## src/scm_pkg.sv

```systemverilog
// Package with constants and carrier types of the starter cyclic command and status map
package scm_pkg;

  // Assembly addressing
  localparam logic [7:0] ASM_CLASS     = 8'h04;  // Assembly class for both directions
  localparam logic [7:0] OUT_INSTANCE  = 8'h68;  // Output instance 104
  localparam logic [7:0] IN_INSTANCE   = 8'h9A;  // Input instance 154

  // Control word field positions (byte 0 in bits 7:0, byte 1 in bits 15:8)
  localparam int RUN_BIT   = 6;                  // Byte 0 bit 6
  localparam int RESET_BIT = 7;                  // Byte 0 bit 7
  localparam int BANK_BIT  = 13;                 // Byte 1 bit 5

  // Status word field positions
  localparam int ST_READY_POS   = 0;
  localparam int ST_NET_POS     = 1;
  localparam int ST_ENABLE_POS  = 2;
  localparam int ST_TRIP_POS    = 3;
  localparam int ST_WARN_POS    = 7;
  localparam int ST_FULLV_POS   = 8;
  localparam int ST_REMOTE_POS  = 9;
  localparam int ST_ON_POS      = 11;
  localparam int ST_HOT_POS     = 15;

  // Input assembly byte lanes (little endian, byte n at bits 8n+7:8n)
  localparam int IN_STATUS_LSB  = 0;
  localparam int IN_RSVA_LSB    = 16;
  localparam int IN_AMPS_LSB    = 32;
  localparam int IN_FAULT_LSB   = 64;
  localparam int IN_RSVB_LSB    = 80;

  // Reset values
  localparam logic [15:0] CMD_WORD_RST = 16'h0000;  // Stored control word after reset
  localparam logic [15:0] GAP_CNT_RST  = 16'hFFFF;  // Gap counter starts satisfied

  // Least cyclic interval
  localparam int CLK_PERIOD_NS = 20;                // 50 MHz system clock
  localparam int MIN_CYCLE_MS  = 1;                 // Least exchange interval in ms
  localparam int MIN_GAP_CYC   = (MIN_CYCLE_MS * 1000000 + CLK_PERIOD_NS - 1) / CLK_PERIOD_NS;

  // Cyclic output frame from the scanner
  typedef struct packed {
    logic        valid;     // One-cycle strobe
    logic [7:0]  asm_class; // Assembly class
    logic [7:0]  inst;      // Assembly instance
    logic [31:0] data;      // Bytes 0..3, byte 0 lowest
  } scm_out_frame_t;

  // Starter state as seen by the block
  typedef struct packed {
    logic        ready;      // Start or stop acceptable
    logic        net_ctrl;   // Network holds authority
    logic        enabled;    // Motor enabled, not coasting
    logic        tripped;    // Starter tripped
    logic        warning;    // Warning present
    logic        full_volts; // Full voltage at motor
    logic        remote;     // Remote control
    logic        active;     // Starting, running, stopping, jogging
    logic        overtemp;   // Motor above normal temperature
    logic [31:0] amps;       // Current in 0.01 A
    logic [15:0] fault;      // Fault cause code
  } scm_starter_t;

endpackage

```

## src/scm_map.sv

```systemverilog
// Cyclic command interpreter and status assembler for a motor soft starter
// Functional notes
// - Accept control only from output instance 104, class 0x04
// - All assembly fields are least significant byte first
// - Run bit one issues start command
// - Run bit zero issues stop command
// - Trip reset only on reset bit rising
// - Byte 1 bit 5 picks parameter bank
// - Status served only through input instance 154
// - Bytes 0-1 status; 2-3, 10-11 zero
// - Bytes 4-7 carry current in 0.01 A
// - Bytes 8-9 carry fault cause code
// - Status bit 0 shows command acceptance
// - Bit 1 network authority, bit 9 remote
// - Status bit 8 shows full voltage
// - Status bit 11 shows starter active
// - Status bit 15 shows motor overtemperature
// - Keep control word; forward only changed commands
// - Exchanges spaced no less than one millisecond
`timescale 1ns/100ps

module scm_map #(
  parameter int GAP_CYCLES = scm_pkg::MIN_GAP_CYC   // Least cycles between accepted exchanges
) (
  input  wire logic                    CLK_I,         // System clock, 50 MHz
  input  wire logic                    RST_I,         // Synchronous reset, active high
  input  wire scm_pkg::scm_out_frame_t OUT_FRAME_I,   // Cyclic output frame
  output logic                         OUT_ACCEPT_O,  // Frame taken, pulse
  output logic                         OUT_REJECT_O,  // Frame refused, pulse
  input  wire logic                    IN_REQ_I,      // Input assembly request, pulse
  input  wire logic [7:0]              IN_CLASS_I,    // Requested class
  input  wire logic [7:0]              IN_INST_I,     // Requested instance
  output logic                         IN_VALID_O,    // Input assembly ready, pulse
  output logic                         IN_REJECT_O,   // Request refused, pulse
  output logic [95:0]                  IN_DATA_O,     // Input bytes 0..11, byte 0 lowest
  input  wire scm_pkg::scm_starter_t   STARTER_I,     // Starter state
  output logic                         CMD_START_O,   // Start command, pulse
  output logic                         CMD_STOP_O,    // Stop command, pulse
  output logic                         CMD_RESET_O,   // Trip reset command, pulse
  output logic                         BANK_SEL_O     // Parameter bank for next start
);

  // Whole state of the block
  typedef struct packed {
    logic [15:0] cmd_word;    // Last accepted control word
    logic        fwd_valid;   // A run command has been forwarded
    logic        fwd_run;     // Last forwarded run value
    logic [15:0] out_gap;     // Cycles since last accepted output frame
    logic [15:0] in_gap;      // Cycles since last served input request
    logic        out_accept;  // Output strobes, input assembly data and bank select
    logic        out_reject;
    logic        in_valid;
    logic        in_reject;
    logic [95:0] in_data;
    logic        start;
    logic        stop;
    logic        trip_reset;
    logic        bank;
  } scm_state_t;

  scm_state_t state_reg;    // Registered state
  scm_state_t state_next;   // Next state

  localparam logic [15:0] GAP_LIMIT = 16'(GAP_CYCLES - 1);  // Counter value that allows the next exchange

  // Saturating count of cycles since last exchange
  function automatic logic [15:0] gap_step(input logic [15:0] cnt, input logic taken);
    if (taken) begin
      gap_step = 16'h0000;
    end else if (cnt == 16'hFFFF) begin
      gap_step = cnt;
    end else begin
      gap_step = cnt + 16'h0001;
    end
  endfunction

  // Builds the 16-bit status word from the starter state
  function automatic logic [15:0] status_word(input scm_pkg::scm_starter_t st);
    status_word = 16'h0000;
    status_word[scm_pkg::ST_READY_POS]  = st.ready;
    status_word[scm_pkg::ST_NET_POS]    = st.net_ctrl;
    status_word[scm_pkg::ST_REMOTE_POS] = st.remote;
    status_word[scm_pkg::ST_ENABLE_POS] = st.enabled;
    status_word[scm_pkg::ST_TRIP_POS]   = st.tripped;
    status_word[scm_pkg::ST_WARN_POS]   = st.warning;
    status_word[scm_pkg::ST_FULLV_POS]  = st.full_volts;
    status_word[scm_pkg::ST_ON_POS]     = st.active;
    status_word[scm_pkg::ST_HOT_POS]    = st.overtemp;
  endfunction

  logic out_addr_ok;   // Frame addressed to the one valid output instance
  logic out_take;      // Frame accepted this cycle
  logic in_addr_ok;    // Request addressed to the one valid input instance
  logic in_take;       // Request served this cycle
  logic new_run;       // Run bit of the incoming frame
  logic new_rst;       // Reset bit of the incoming frame

  // Next-state logic
  always_comb begin
    state_next = state_reg;
    state_next.out_accept = 1'b0;
    state_next.out_reject = 1'b0;
    state_next.in_valid   = 1'b0;
    state_next.in_reject  = 1'b0;
    state_next.start      = 1'b0;
    state_next.stop       = 1'b0;
    state_next.trip_reset = 1'b0;

    // Only instance 104 in class 4 carries control data
    out_addr_ok = (OUT_FRAME_I.inst == scm_pkg::OUT_INSTANCE)
                && (OUT_FRAME_I.asm_class == scm_pkg::ASM_CLASS);
    // Frames closer than the least interval are dropped, not queued
    out_take = OUT_FRAME_I.valid && out_addr_ok && (state_reg.out_gap >= GAP_LIMIT);
    in_addr_ok = (IN_INST_I == scm_pkg::IN_INSTANCE) && (IN_CLASS_I == scm_pkg::ASM_CLASS);
    in_take = IN_REQ_I && in_addr_ok && (state_reg.in_gap >= GAP_LIMIT);
    new_run = OUT_FRAME_I.data[scm_pkg::RUN_BIT];
    new_rst = OUT_FRAME_I.data[scm_pkg::RESET_BIT];

    state_next.out_gap = gap_step(state_reg.out_gap, out_take);
    state_next.in_gap  = gap_step(state_reg.in_gap, in_take);

    // Control word handling; reserved bits are stored but steer nothing
    if (OUT_FRAME_I.valid) begin
      if (out_take) begin
        state_next.out_accept = 1'b1;
        state_next.cmd_word   = OUT_FRAME_I.data[15:0];
        state_next.bank       = OUT_FRAME_I.data[scm_pkg::BANK_BIT];
        // Duplicate run commands are suppressed, so a start after a local stop needs a stop first
        if (!state_reg.fwd_valid || (state_reg.fwd_run != new_run)) begin
          state_next.fwd_valid = 1'b1;
          state_next.fwd_run   = new_run;
          state_next.start     = new_run;
          state_next.stop      = !new_run;
        end
        // Held reset bit does nothing; only the 0 to 1 step clears a trip
        state_next.trip_reset = new_rst && !state_reg.cmd_word[scm_pkg::RESET_BIT];
      end else begin
        state_next.out_reject = 1'b1;
      end
    end

    // Input assembly, sampled from the starter in the request cycle
    if (IN_REQ_I) begin
      if (in_take) begin
        state_next.in_valid = 1'b1;
        state_next.in_data  = 96'h0;
        state_next.in_data[scm_pkg::IN_STATUS_LSB +: 16] = status_word(STARTER_I);
        state_next.in_data[scm_pkg::IN_AMPS_LSB +: 32]   = STARTER_I.amps;
        state_next.in_data[scm_pkg::IN_FAULT_LSB +: 16]  = STARTER_I.fault;
      end else begin
        state_next.in_reject = 1'b1;
      end
    end

    // Reinitialisation forgets the stored word and the forwarded command
    if (RST_I) begin
      state_next = '0;
      state_next.cmd_word = scm_pkg::CMD_WORD_RST;
      state_next.out_gap  = scm_pkg::GAP_CNT_RST;
      state_next.in_gap   = scm_pkg::GAP_CNT_RST;
    end
  end

  // State register
  always_ff @(posedge CLK_I) begin
    state_reg <= state_next;
  end

  // Outputs come straight from the state register
  assign OUT_ACCEPT_O = state_reg.out_accept;
  assign OUT_REJECT_O = state_reg.out_reject;
  assign IN_VALID_O   = state_reg.in_valid;
  assign IN_REJECT_O  = state_reg.in_reject;
  assign IN_DATA_O    = state_reg.in_data;
  assign CMD_START_O  = state_reg.start;
  assign CMD_STOP_O   = state_reg.stop;
  assign CMD_RESET_O  = state_reg.trip_reset;
  assign BANK_SEL_O   = state_reg.bank;
endmodule

```

## config.mk

```make
export PLATFORM = sky130hd
export DESIGN_NAME = scm_map
export DESIGN_NICKNAME = d
export VERILOG_FILES = /design/src/scm_pkg.sv /design/src/scm_map.sv
export SDC_FILE = /design/constraint.sdc
export NUM_CORES = 1
export LEC_CHECK = 0
export BUFFER_PORTS_ARGS = -buffer_cell sky130_fd_sc_hd__buf_2
export CAP_MARGIN = 10
export CORE_ASPECT_RATIO = 1.25
export CORE_MARGIN = 2
export CORE_UTILIZATION = 40
export DETAILED_ROUTE_END_ITERATION = 8
export HOLD_SLACK_MARGIN = 0.06
export MAX_ROUTING_LAYER = met4
export PLACE_DENSITY = 0.7
export RECOVER_POWER = 100
export SYNTH_ARGS = -nofsm -noshare
export SYNTH_HDL_FRONTEND = slang
export SYNTH_SLANG_ARGS = --single-unit
```

## constraint.sdc

```tcl
create_clock -name CLK_I -period 2.6 [get_ports CLK_I]
set_input_delay 0.52 -clock CLK_I [delete_from_list [all_inputs] [get_ports CLK_I]]
set_output_delay 0.52 -clock CLK_I [all_outputs]
set_load 0.03 [all_outputs]
```

# [Yosys cells after proc, flatten, opt, wreduce, memory -nomap -nowiden]
# Index checks and enable logic that the tools add are counted.
[word_totals] reg_bits=107 latchBits=0 ramBits=0 rom_bits=0 input_bits=125 output_inout_bits=104 n_memories=0
[op_classes] n_addsub=2 mul=0 div_mod_pow=0 order_cmp=2 n_eq_ne=9 shift=0 n_mux=8 bitwise=4 reduce_logical=18
[op_table] op="16-bit two-way mux" n=4
[op_table] op="16-bit by 1-bit adder with 16-bit output, second input constant" n=2
[op_table] op="16-bit equality test, second input constant" n=2
[op_table] op="16-bit >= comparator, second input constant" n=2
[op_table] op="8-bit by 3-bit equality test with 1-bit output, second input constant" n=2
[op_table] op="8-bit by 7-bit equality test with 1-bit output, second input constant" n=1
[op_table] op="8-bit equality test, second input constant" n=1
[op_table] op="1-bit logical AND" n=7
[op_table] op="1-bit two-way mux" n=4
[op_table] op="2-bit != test, second input constant" n=2
[op_table] op="1-bit NOT" n=4
[op_table] op="2-bit AND reduction" n=2
[op_table] op="2-bit OR reduction" n=2
[op_table] op="4-bit OR reduction" n=1
[op_table] op="1-bit logical NOT" n=3
[op_table] op="3-bit AND reduction" n=1
[op_table] op="3-bit OR reduction" n=1
[op_table] op="1-bit logical OR" n=1
[op_table] op="1-bit != test" n=1

# [Longest topological paths before layout]
# Gate-level depths: netlist (run 1).
[depth] depth_word=6 mapped_depth=8 ltp_nobuf=6

# [Least setup slack after synthesis (run 1)]
# Ideal clock, no wire load.
[synth_timing] kind="input port to flip-flop" from="input IN_INST_I[0]" to="register state_reg, in the netlist IN_DATA_O[73]" setup_ns=0.128 arrival_ns=1.912 required_time_ns=2.472 setup_slack_ns=0.560 stages=7 path_buffers=2 cell_sequence="nor4b_1 > nand4_1 > a2111oi_4 > buf_6 > buf_8 > mux2i_1 > nor2_1"
[synth_via] elab_chain_cells=5
[synth_lines] element="start, declared" line_no="scm_map.sv:32" text="input wire logic [7:0] IN_INST_I,"
[synth_lines] element="8-bit equality test" line_no="scm_map.sv:114" text="in_addr_ok = (IN_INST_I == scm_pkg::IN_INSTANCE) && (IN_CLASS_I == scm_pkg::ASM_CLASS);"
[synth_lines] element="1-bit logical AND" line_no="scm_map.sv:114"
[synth_lines] element="1-bit logical AND (2 in a row)" line_no="scm_map.sv:115" text="in_take = IN_REQ_I && in_addr_ok && (state_reg.in_gap >= GAP_LIMIT);"
[synth_lines] element="2-bit AND reduction (no source line)"
[synth_lines] element="end signal, assigned" line_no="scm_map.sv:166" text="state_reg <= state_next;"
[synth_lines] element="end, declared" line_no="scm_map.sv:61" text="scm_state_t state_reg;"
# No other way between the ends.
# A chain may end at the register's enable or synchronous reset.

# [Worst setup path in the final report (run 1)]
[layout_timing] from="register state_reg[104] in the netlist's numbering" to="register state_reg, in the netlist IN_DATA_O[50]"
[layout_via] elab_chain_cells=3
[layout_lines] element="16-bit >= comparator" line_no="scm_map.sv:115"
[layout_lines] element="1-bit logical AND" line_no="scm_map.sv:115"
[layout_lines] element="2-bit AND reduction (no source line)"
# No other way between the ends.

==> impl_metrics.py, run 1 <==
metrics = {
    "clocking": {
        "clock_sinks": 100,
        "clockBufferDepth": 2,
        "clk_latency_ns": 0.33,
        "ctsResizeCount": 0,
        "cts.hold.buffers_added": 0,
        "cts_max_level": 3,
        "cts_buffers": 9,
        "root_buffer": "clkbuf_16",
        "cts_tree": "yes",
        "clkTransAtPathRegs_ns": 0.07,
        "post_cts_buffers": 0,
    },
    "yosys": {
        "ys_seq_area_share_pct": 40.7,
        "syn_area_per_cell_um2": 9.33,
        "synth_ff_type": "dfxtp_1",
        "syn_inst": 527,
        "syn_area_um2": 4910,
        "synth_seq_cells": 100,
        "synth_cell_type_count": 49,
        "yosys_warnings": 0,
        "synth_edf_count": 0,
        "async_flop_share_pct": 0,
    },
    "cells_and_area": {
        "fin_util_pct": 44.8,
        "final_cell_mix": "dfxtp_1, buf_2, nor2_1",
        "fin_area_um2": 5390,
        "final_common_cell": "dfxtp_1",
        "largest_register_ffs": 57,
        "final_nets": 749,
        "n_fill_cell": 1215,
        "syn_to_final_growth_pct": 9.75,
        "antenna_cells": 0,
        "final_layout_size_suffix_gt1_share_pct": 19.0,
    },
    "sta": {
        "timing.setup.tns_ns": 0,
        "setup_viol": 0,
        "timing.hold.ws_ns": 0.395,
        "fmax_ghz": 0.427,
        "rsz0062_at_grt": "no",
        "maxSlewHeadroom_pct": 35.5,
        "drv_slew": 0,
        "finalClockSkew_ns": 0.0113,
        "finalHoldViolCount": 0,
        "fin_crit_ns": 2.34,
        "fin_crit_sh_pct": 90.1,
        "worst_pin_slew_ns": 0.966,
    },
    "placement": {
        "gp_congestion": 0.885,
        "dp_hpwl_mm": 7.30,
        "port_buffers": 160,
        "placed_cell_area_um2": 5220,
    },
    "drt": {
        "routed_wl_mm": 9.81,
        "wl_per_cell_um": 12.4,
        "drt_iter0_drc": 130,
        "via_count": 3788,
        "drc": 0,
        "ant_nets": 0,
        "dr.pass1.iters": 4,
        "vias_per_cell": 4.79,
    },
    "setup_path": {
        "critical_path_arrival_ns": 2.56,
        "worstSetupEndpointType": "flop",
        "cp-start-kind": "flop",
        "required_ns": 2.82,
        "cp_max_fo": 40,
        "critPathKind": "reg2reg",
    },
    "flow_run": {
        "max_cap_viol_count": 0,
    },
    "floorplan": {
        "dieWidth_um": 103,
        "start_util_pct": 40.8,
        "io_pins": 229,
        "dieArea_um2": 13200,
        "die_h_um": 128,
        "coreArea_um2": 12000,
        "num_rows": 45,
    },
    "global_route": {
        "grt_pass1_vias": 3435,
        "grt_pass1_wl_mm": 14.8,
        "grt.total_usage_pct": 14.3,
        "antenna_found_initial": 0,
        "grt_overflow": 0,
        "grt_max_degree": 41,
    },
    "status": {
        "outcome": "finished clean",
    },
    "power": {
        "leakage_nw": 2.16,
        "power.total_w": 0.00467,
        "ir_drop_mv": 0.391,
        "p_per_area_nw_per_um2": 865,
    },
    "worst_hold_path": {
        "hold_path_class": "in2reg",
    },
}
power breakdown:
part / switching (W) / total (W) / internal [W]
Clock: 0.000568 / 0.00122 / 0.000653
Sequential: 0.000203 / 0.00190 / 0.00169
Combinational: 0.000886 / 0.00155 / 0.000663
Total: 0.00166 / 0.00467 / 0.00301
kinds of logic (layout without fill, tap and decap cells):
| group | count (synthesis) | in the layout | share of synthesized area (%) |
|---|---|---|---|
| XOR/XNOR | 9 | 9 | 1.60 |
| AND/OR/NAND/NOR | 166 | 166 | 16.7 |
| multiplexers | 67 | 67 | 13.6 |
| buffers and inverters | 122 | 184 | 18.7 |
| flip-flops | 100 | 100 | 40.7 |
| other | 1 | 39 | 0.0763 |
| AO/OA/AOI/OAI | 60 | 60 | 8.04 |
| adder cells (fa/ha/maj) | 2 | 2 | 0.509 |
per-layer routing:
layer / part of all wire (%) / up-vias / GRT usage (%)
li1: - / 1870 / -
met5: 0 / - / -
met4: 1.8 / 0 / 5.65
met1: 42 / 1735 / 15.8
met3: 7.3 / 12 / 3.60
met2: 49 / 171 / 24.3
per-stage QoR:
stage               instances  worst slack [ns]
global placement          775             0.251
floorplan                 565             0.560
CTS                       791             0.235
finish                    791             0.258
global route              791            0.0837
detailed placement        775             0.159
worst max-delay path: stages, from the launching register on:
cell       delay [ns]
dfxtp_1          0.41
ha_1             0.25
and3_1           0.28
o41ai_1          0.13
a2111oi_4        0.51
buf_12           0.32
mux2i_1          0.23
nor2_1           0.06
synth_stat cells (2+ instances only):
cell | instances | area, um^2
a21o_1 | 2 | 15.0
a21oi_1 | 8 | 40.0
a31oi_1 | 4 | 25.0
and2_1 | 2 | 12.5
and3_1 | 10 | 62.6
and4_1 | 5 | 43.8
buf_12 | 5 | 100
buf_4 | 96 | 721
clkbuf_1 | 15 | 56.3
dfxtp_1 | 100 | 2000
ha_1 | 2 | 25.0
inv_1 | 3 | 11.3
mux2i_1 | 67 | 671
nand2_1 | 25 | 93.8
nand3_1 | 15 | 75.1
nand4_1 | 9 | 56.3
nand4b_1 | 3 | 26.3
nor2_1 | 74 | 278
nor3_1 | 4 | 20.0
nor3b_1 | 2 | 15.0
nor4_1 | 3 | 18.8
nor4b_1 | 5 | 43.8
o211a_1 | 2 | 20.0
o211ai_1 | 2 | 15.0
o21ai_0 | 11 | 55.1
o21ai_1 | 20 | 100
o31ai_1 | 3 | 22.5
or2_2 | 2 | 12.5
xnor2_1 | 5 | 43.8
xor2_1 | 4 | 35.0
final timing paths:
check / startpoint / endpoint / slack, ns / depth (start not counted)
hold / removal: OUT_FRAME_I[6] / CMD_STOP_O / 0.40 / 2
setup reg to reg: state_reg[104] / IN_DATA_O[50] / 0.26 / 7
setup / recovery: state_reg[104] / IN_DATA_O[50] / 0.26 / 7
hold reg to reg: state_reg[145] / CMD_RESET_O / 0.43 / 1
area by class of cell:
cell class	count	area, um^2	share of cell area, %
multi-input combinational	343	2120	39.4
sequential	100	2000	37.1
timing repair buffer	165	782	14.5
clock buffer	11	233	4.31
tap	164	205	3.80
clock inverter	5	37.5	0.696
inverter	3	11.3	0.209
(Power assumes the default switching activity.)
==> run 2: changes to the inputs <==
- RECOVER_POWER: 100 -> unset
==> impl_metrics.py, run 2 (synthesis results as in run 1) <==
metrics = {
    "clocking": {
        "root_buffer": "clkbuf_16",
        "cts_buffers": 9,
        "cts_max_level": 3,
        "cts_tree": "yes",
        "cts.hold.buffers_added": 0,
        "clk_latency_ns": 0.33,
        "clkTransAtPathRegs_ns": 0.07,
        "ctsResizeCount": 0,
        "post_cts_buffers": 0,
        "clockBufferDepth": 2,
        "clock_sinks": 100,
    },
    "power": {
        "ir_drop_mv": 0.396,
        "power.total_w": 0.00471,
        "p_per_area_nw_per_um2": 857,
        "leakage_nw": 2.45,
    },
    "floorplan": {
        "die_h_um": 128,
        "num_rows": 45,
        "start_util_pct": 40.8,
        "coreArea_um2": 12000,
        "dieArea_um2": 13200,
        "io_pins": 229,
        "dieWidth_um": 103,
    },
    "sta": {
        "setup_viol": 0,
        "fin_crit_sh_pct": 92.7,
        "timing.hold.ws_ns": 0.397,
        "worst_pin_slew_ns": 1.09,
        "finalClockSkew_ns": 0.0117,
        "drv_slew": 0,
        "rsz0062_at_grt": "no",
        "finalHoldViolCount": 0,
        "maxSlewHeadroom_pct": 27.5,
        "fin_crit_ns": 2.41,
        "fmax_ghz": 0.415,
        "timing.setup.tns_ns": 0,
    },
    "drt": {
        "drt_iter0_drc": 142,
        "dr.pass1.iters": 4,
        "via_count": 3777,
        "vias_per_cell": 4.77,
        "ant_nets": 0,
        "routed_wl_mm": 9.75,
        "wl_per_cell_um": 12.3,
        "drc": 0,
    },
    "setup_path": {
        "path_cells": "ha_1 -> and3_1 -> o41ai_1 -> a211oi_2 -> o21ai_0",
        "cp-start-kind": "flop",
        "worst_path_largest_cell_delay_ns": 0.93,
        "critPathBufInv": 0,
        "cp_max_fo": 17,
        "crit_family": "compound AO/OA/AOI/OAI gates",
        "critPathKind": "reg2reg",
        "crit_start": "state_reg[120]",
        "required_ns": 2.78,
        "worstSetupEndpointType": "flop",
        "critical_path_arrival_ns": 2.59,
        "crit_slowest_cell": "a211oi_2",
        "timing.rr.start": "state_reg[120]",
    },
    "cells_and_area": {
        "final_layout_size_suffix_gt1_share_pct": 29.7,
        "largest_register_ffs": 57,
        "final_nets": 749,
        "syn_to_final_growth_pct": 11.7,
        "final_cell_mix": "buf_2, dfxtp_1, nor2_1",
        "final_common_cell": "buf_2",
        "antenna_cells": 0,
        "n_fill_cell": 1178,
    },
    "global_route": {
        "grt.total_usage_pct": 14.3,
        "grt_max_degree": 41,
        "grt_overflow": 0,
        "antenna_found_initial": 0,
        "grt_pass1_vias": 3435,
        "grt_pass1_wl_mm": 14.8,
    },
    "worst_hold_path": {
        "hold_path_class": "in2reg",
        "worstHoldStart": "OUT_FRAME_I[6]",
    },
    "flow_run": {
        "max_cap_viol_count": 0,
    },
    "status": {
        "outcome": "finished clean",
    },
    "placement": {
        "port_buffers": 160,
        "dp_hpwl_mm": 7.30,
        "gp_congestion": 0.885,
    },
}
==> run 2: per-stage QoR <==
stage / area [um^2] / cells / setup slack [ns] / utilization, %
after floorplan: 5060 / 565 / 0.560 / -
final: 5490 / 791 / 0.190 / 45.5
after detailed placement: 5220 / 775 / 0.159 / 43.3
after global routing: 5490 / 791 / 0.0122 / 45.5
after CTS: 5490 / 791 / 0.235 / 45.5
after global placement: 5220 / 775 / 0.251 / 43.3
==> run 2: per-layer routing <==
metal  track usage [%]  part of all wire, %  up-vias
li1                  -                    -     1870
met1              15.8                   42     1732
met2              24.3                   49      164
met3              3.60                  6.8       11
met4              5.65                  1.7        0
met5                 -                    0        -
==> run 2: layout make-up <==
class                           instances  area (um^2)  area share (%)
Inverter                                3         11.3           0.205
Tap cell                              164          205            3.74
Timing Repair Buffer                  165          863            15.7
Clock inverter                          5         37.5           0.684
Clock buffer                           11          233            4.24
Multi-Input combinational cell        343         2140            38.9
Sequential cell                       100         2000            36.5
==> run 2: path summary, 6_finish.rpt <==
path                         end  slack, ns  depth (start not counted)
hold reg to reg      CMD_RESET_O       0.44                          1
setup / recovery  state_reg[133]       0.19                          5
setup reg to reg  state_reg[133]       0.19                          5
hold / removal        CMD_STOP_O       0.40                          2
==> run 2: where the power goes <==
part | switching [W] | internal, W | total, W
Sequential | 0.000205 | 0.00169 | 0.00190
Clock | 0.000567 | 0.000653 | 0.00122
Combinational | 0.000902 | 0.000685 | 0.00159
Total | 0.00167 | 0.00303 | 0.00471
==> run 3: changes to the inputs <==
- CORE_UTILIZATION: 40 -> 48
- CTS_BUF_LIST: unset -> sky130_fd_sc_hd__clkbuf_4 sky130_fd_sc_hd__clkbuf_8
- PLACE_DENSITY: 0.7 -> 0.82
==> impl_metrics.py, run 3 (synthesis results as in run 1) <==
metrics = {
    "drt": {
        "dr.pass1.iters": 5,
        "vias_per_cell": 5.04,
        "via_count": 3799,
        "wl_per_cell_um": 12.9,
        "routed_wl_mm": 9.75,
        "drt_iter0_drc": 125,
        "drc": 0,
        "ant_nets": 0,
    },
    "cells_and_area": {
        "final_common_cell": "buf_2",
        "final_nets": 748,
        "final_layout_size_suffix_gt1_share_pct": 29.8,
        "multi_input_area_um2": 2140,
        "syn_to_final_growth_pct": 9.37,
        "fin_area_um2": 5380,
        "n_fill_cell": 918,
        "register_area_um2": 2000,
        "largest_register_ffs": 57,
        "final_cell_mix": "buf_2, dfxtp_1, nor2_1",
        "antenna_cells": 0,
    },
    "setup_path": {
        "required_ns": 2.88,
        "critical_path_arrival_ns": 2.62,
        "worstSetupEndpointType": "flop",
        "cp-start-kind": "flop",
        "rr_worst_depth": 6,
        "critPathKind": "reg2reg",
        "cp_max_fo": 17,
    },
    "floorplan": {
        "die_h_um": 117,
        "start_util_pct": 48.9,
        "dieWidth_um": 94.5,
        "coreArea_um2": 10100,
        "num_rows": 41,
        "io_pins": 229,
        "dieArea_um2": 11100,
    },
    "power": {
        "ir_drop_mv": 0.359,
        "leakage_nw": 2.43,
        "p_sw_w": 0.00160,
        "p_comb_share_pct": 35.1,
        "p_seq_share_pct": 41.9,
        "swShare_pct": 35.4,
        "clkPwrFrac_pct": 23.0,
        "intPower_w": 0.00292,
        "p_per_area_nw_per_um2": 841,
    },
    "sta": {
        "drv_slew": 0,
        "worst_pin_slew_ns": 1.07,
        "maxSlewHeadroom_pct": 28.4,
        "finalClockSkew_ns": 0.00860,
        "setup_ws_ns": 0.269,
        "fin_crit_sh_pct": 89.7,
        "rsz0062_at_grt": "no",
        "timing.setup.tns_ns": 0,
        "fin_crit_ns": 2.33,
        "finalHoldViolCount": 0,
        "setup_viol": 0,
        "fmax_ghz": 0.429,
    },
    "clocking": {
        "root_buffer": "clkbuf_8",
        "clkTransAtPathRegs_ns": 0.08,
        "cts_buffers": 9,
        "cts_tree": "yes",
        "cts.hold.buffers_added": 0,
        "clockBufferDepth": 2,
        "clock_sinks": 100,
        "cts_max_level": 3,
        "post_cts_buffers": 0,
        "clk_latency_ns": 0.36,
        "ctsResizeCount": 0,
    },
    "worst_hold_path": {
        "whs_path_depth": 2,
        "hold_path_class": "in2reg",
    },
    "global_route": {
        "grt_max_degree": 69,
        "antenna_found_initial": 0,
        "grt_overflow": 0,
        "met1_usage_pct": 17.7,
        "grt_busiest_layer": "met2",
        "met3_usage_pct": 4.16,
        "grt_pass1_vias": 3368,
        "grt.total_usage_pct": 17.5,
        "grt_pass1_wl_mm": 14.8,
        "use_met2_pct": 31.9,
    },
    "placement": {
        "dp_hpwl_mm": 7.17,
        "gp_congestion": 0.859,
        "placed_cell_area_um2": 5170,
        "pre_cts_ws_ns": 0.162,
        "port_buffers": 160,
    },
    "status": {
        "outcome": "finished clean",
    },
    "flow_run": {
        "max_cap_viol_count": 0,
    },
}
## run 3: layout make-up
| class | instances | share of cell area (%) |
|---|---|---|
| Timing Repair Buffer | 164 | 15.9 |
| Sequential cell | 100 | 37.2 |
| Clock buffer | 10 | 2.44 |
| Clock inverter | 5 | 1.44 |
| Multi-Input combinational cell | 343 | 39.7 |
| Inverter | 3 | 0.209 |
| Tap cell | 129 | 3.00 |
## run 3: power groups by stage
stage / Sequential, W / Clock (W) / Combinational [W]
2_1_floorplan: 0.00187 / 0 / 0.00134
3_3_place_gp: 0.00191 / 0 / 0.00151
3_5_place_dp: 0.00192 / 0 / 0.00157
4_1_cts: 0.00189 / 0.00108 / 0.00158
5_1_grt: 0.00193 / 0.00114 / 0.00178
6_report: 0.00189 / 0.00104 / 0.00159
## run 3: path summary, 6_finish.rpt
| check | from | to | slack (ns) |
|---|---|---|---|
| max | state_reg[120] | state_reg[136] | 0.27 |
| min | OUT_FRAME_I[6] | CMD_STOP_O | 0.36 |
| max reg2reg | state_reg[120] | state_reg[136] | 0.27 |
| min reg2reg | state_reg[145] | CMD_RESET_O | 0.43 |
## run 3: per-layer routing
metal	part of all wire, %	routed length, um	vias to the layer above
li1	-	-	1862
met1	39	3780	1762
met2	52	5070	159
met3	7.5	734	16
met4	1.8	171	0
met5	0	0	-
## run 3: worst max-delay path, stage by stage, from the launching register on
cell      delay [ns]
dfxtp_1         0.40
ha_1            0.28
and3_1          0.24
o41ai_1         0.12
a211oi_2        0.92
nand2_1         0.14
a21oi_1         0.15
## run 3: metrics by stage
| step | total power (W) | hold WS, ns | instances | utilization [%] |
|---|---|---|---|---|
| 5_1_grt | 0.00485 | 0.351 | 754 | 53.5 |
| 6_report | 0.00452 | 0.360 | 754 | 53.5 |
| 3_3_place_gp | 0.00342 | 0.407 | 739 | 51.4 |
| 2_1_floorplan | 0.00321 | 0.400 | 565 | - |
| 3_5_place_dp | 0.00349 | 0.417 | 739 | 51.4 |
| 4_1_cts | 0.00455 | 0.331 | 754 | 53.5 |
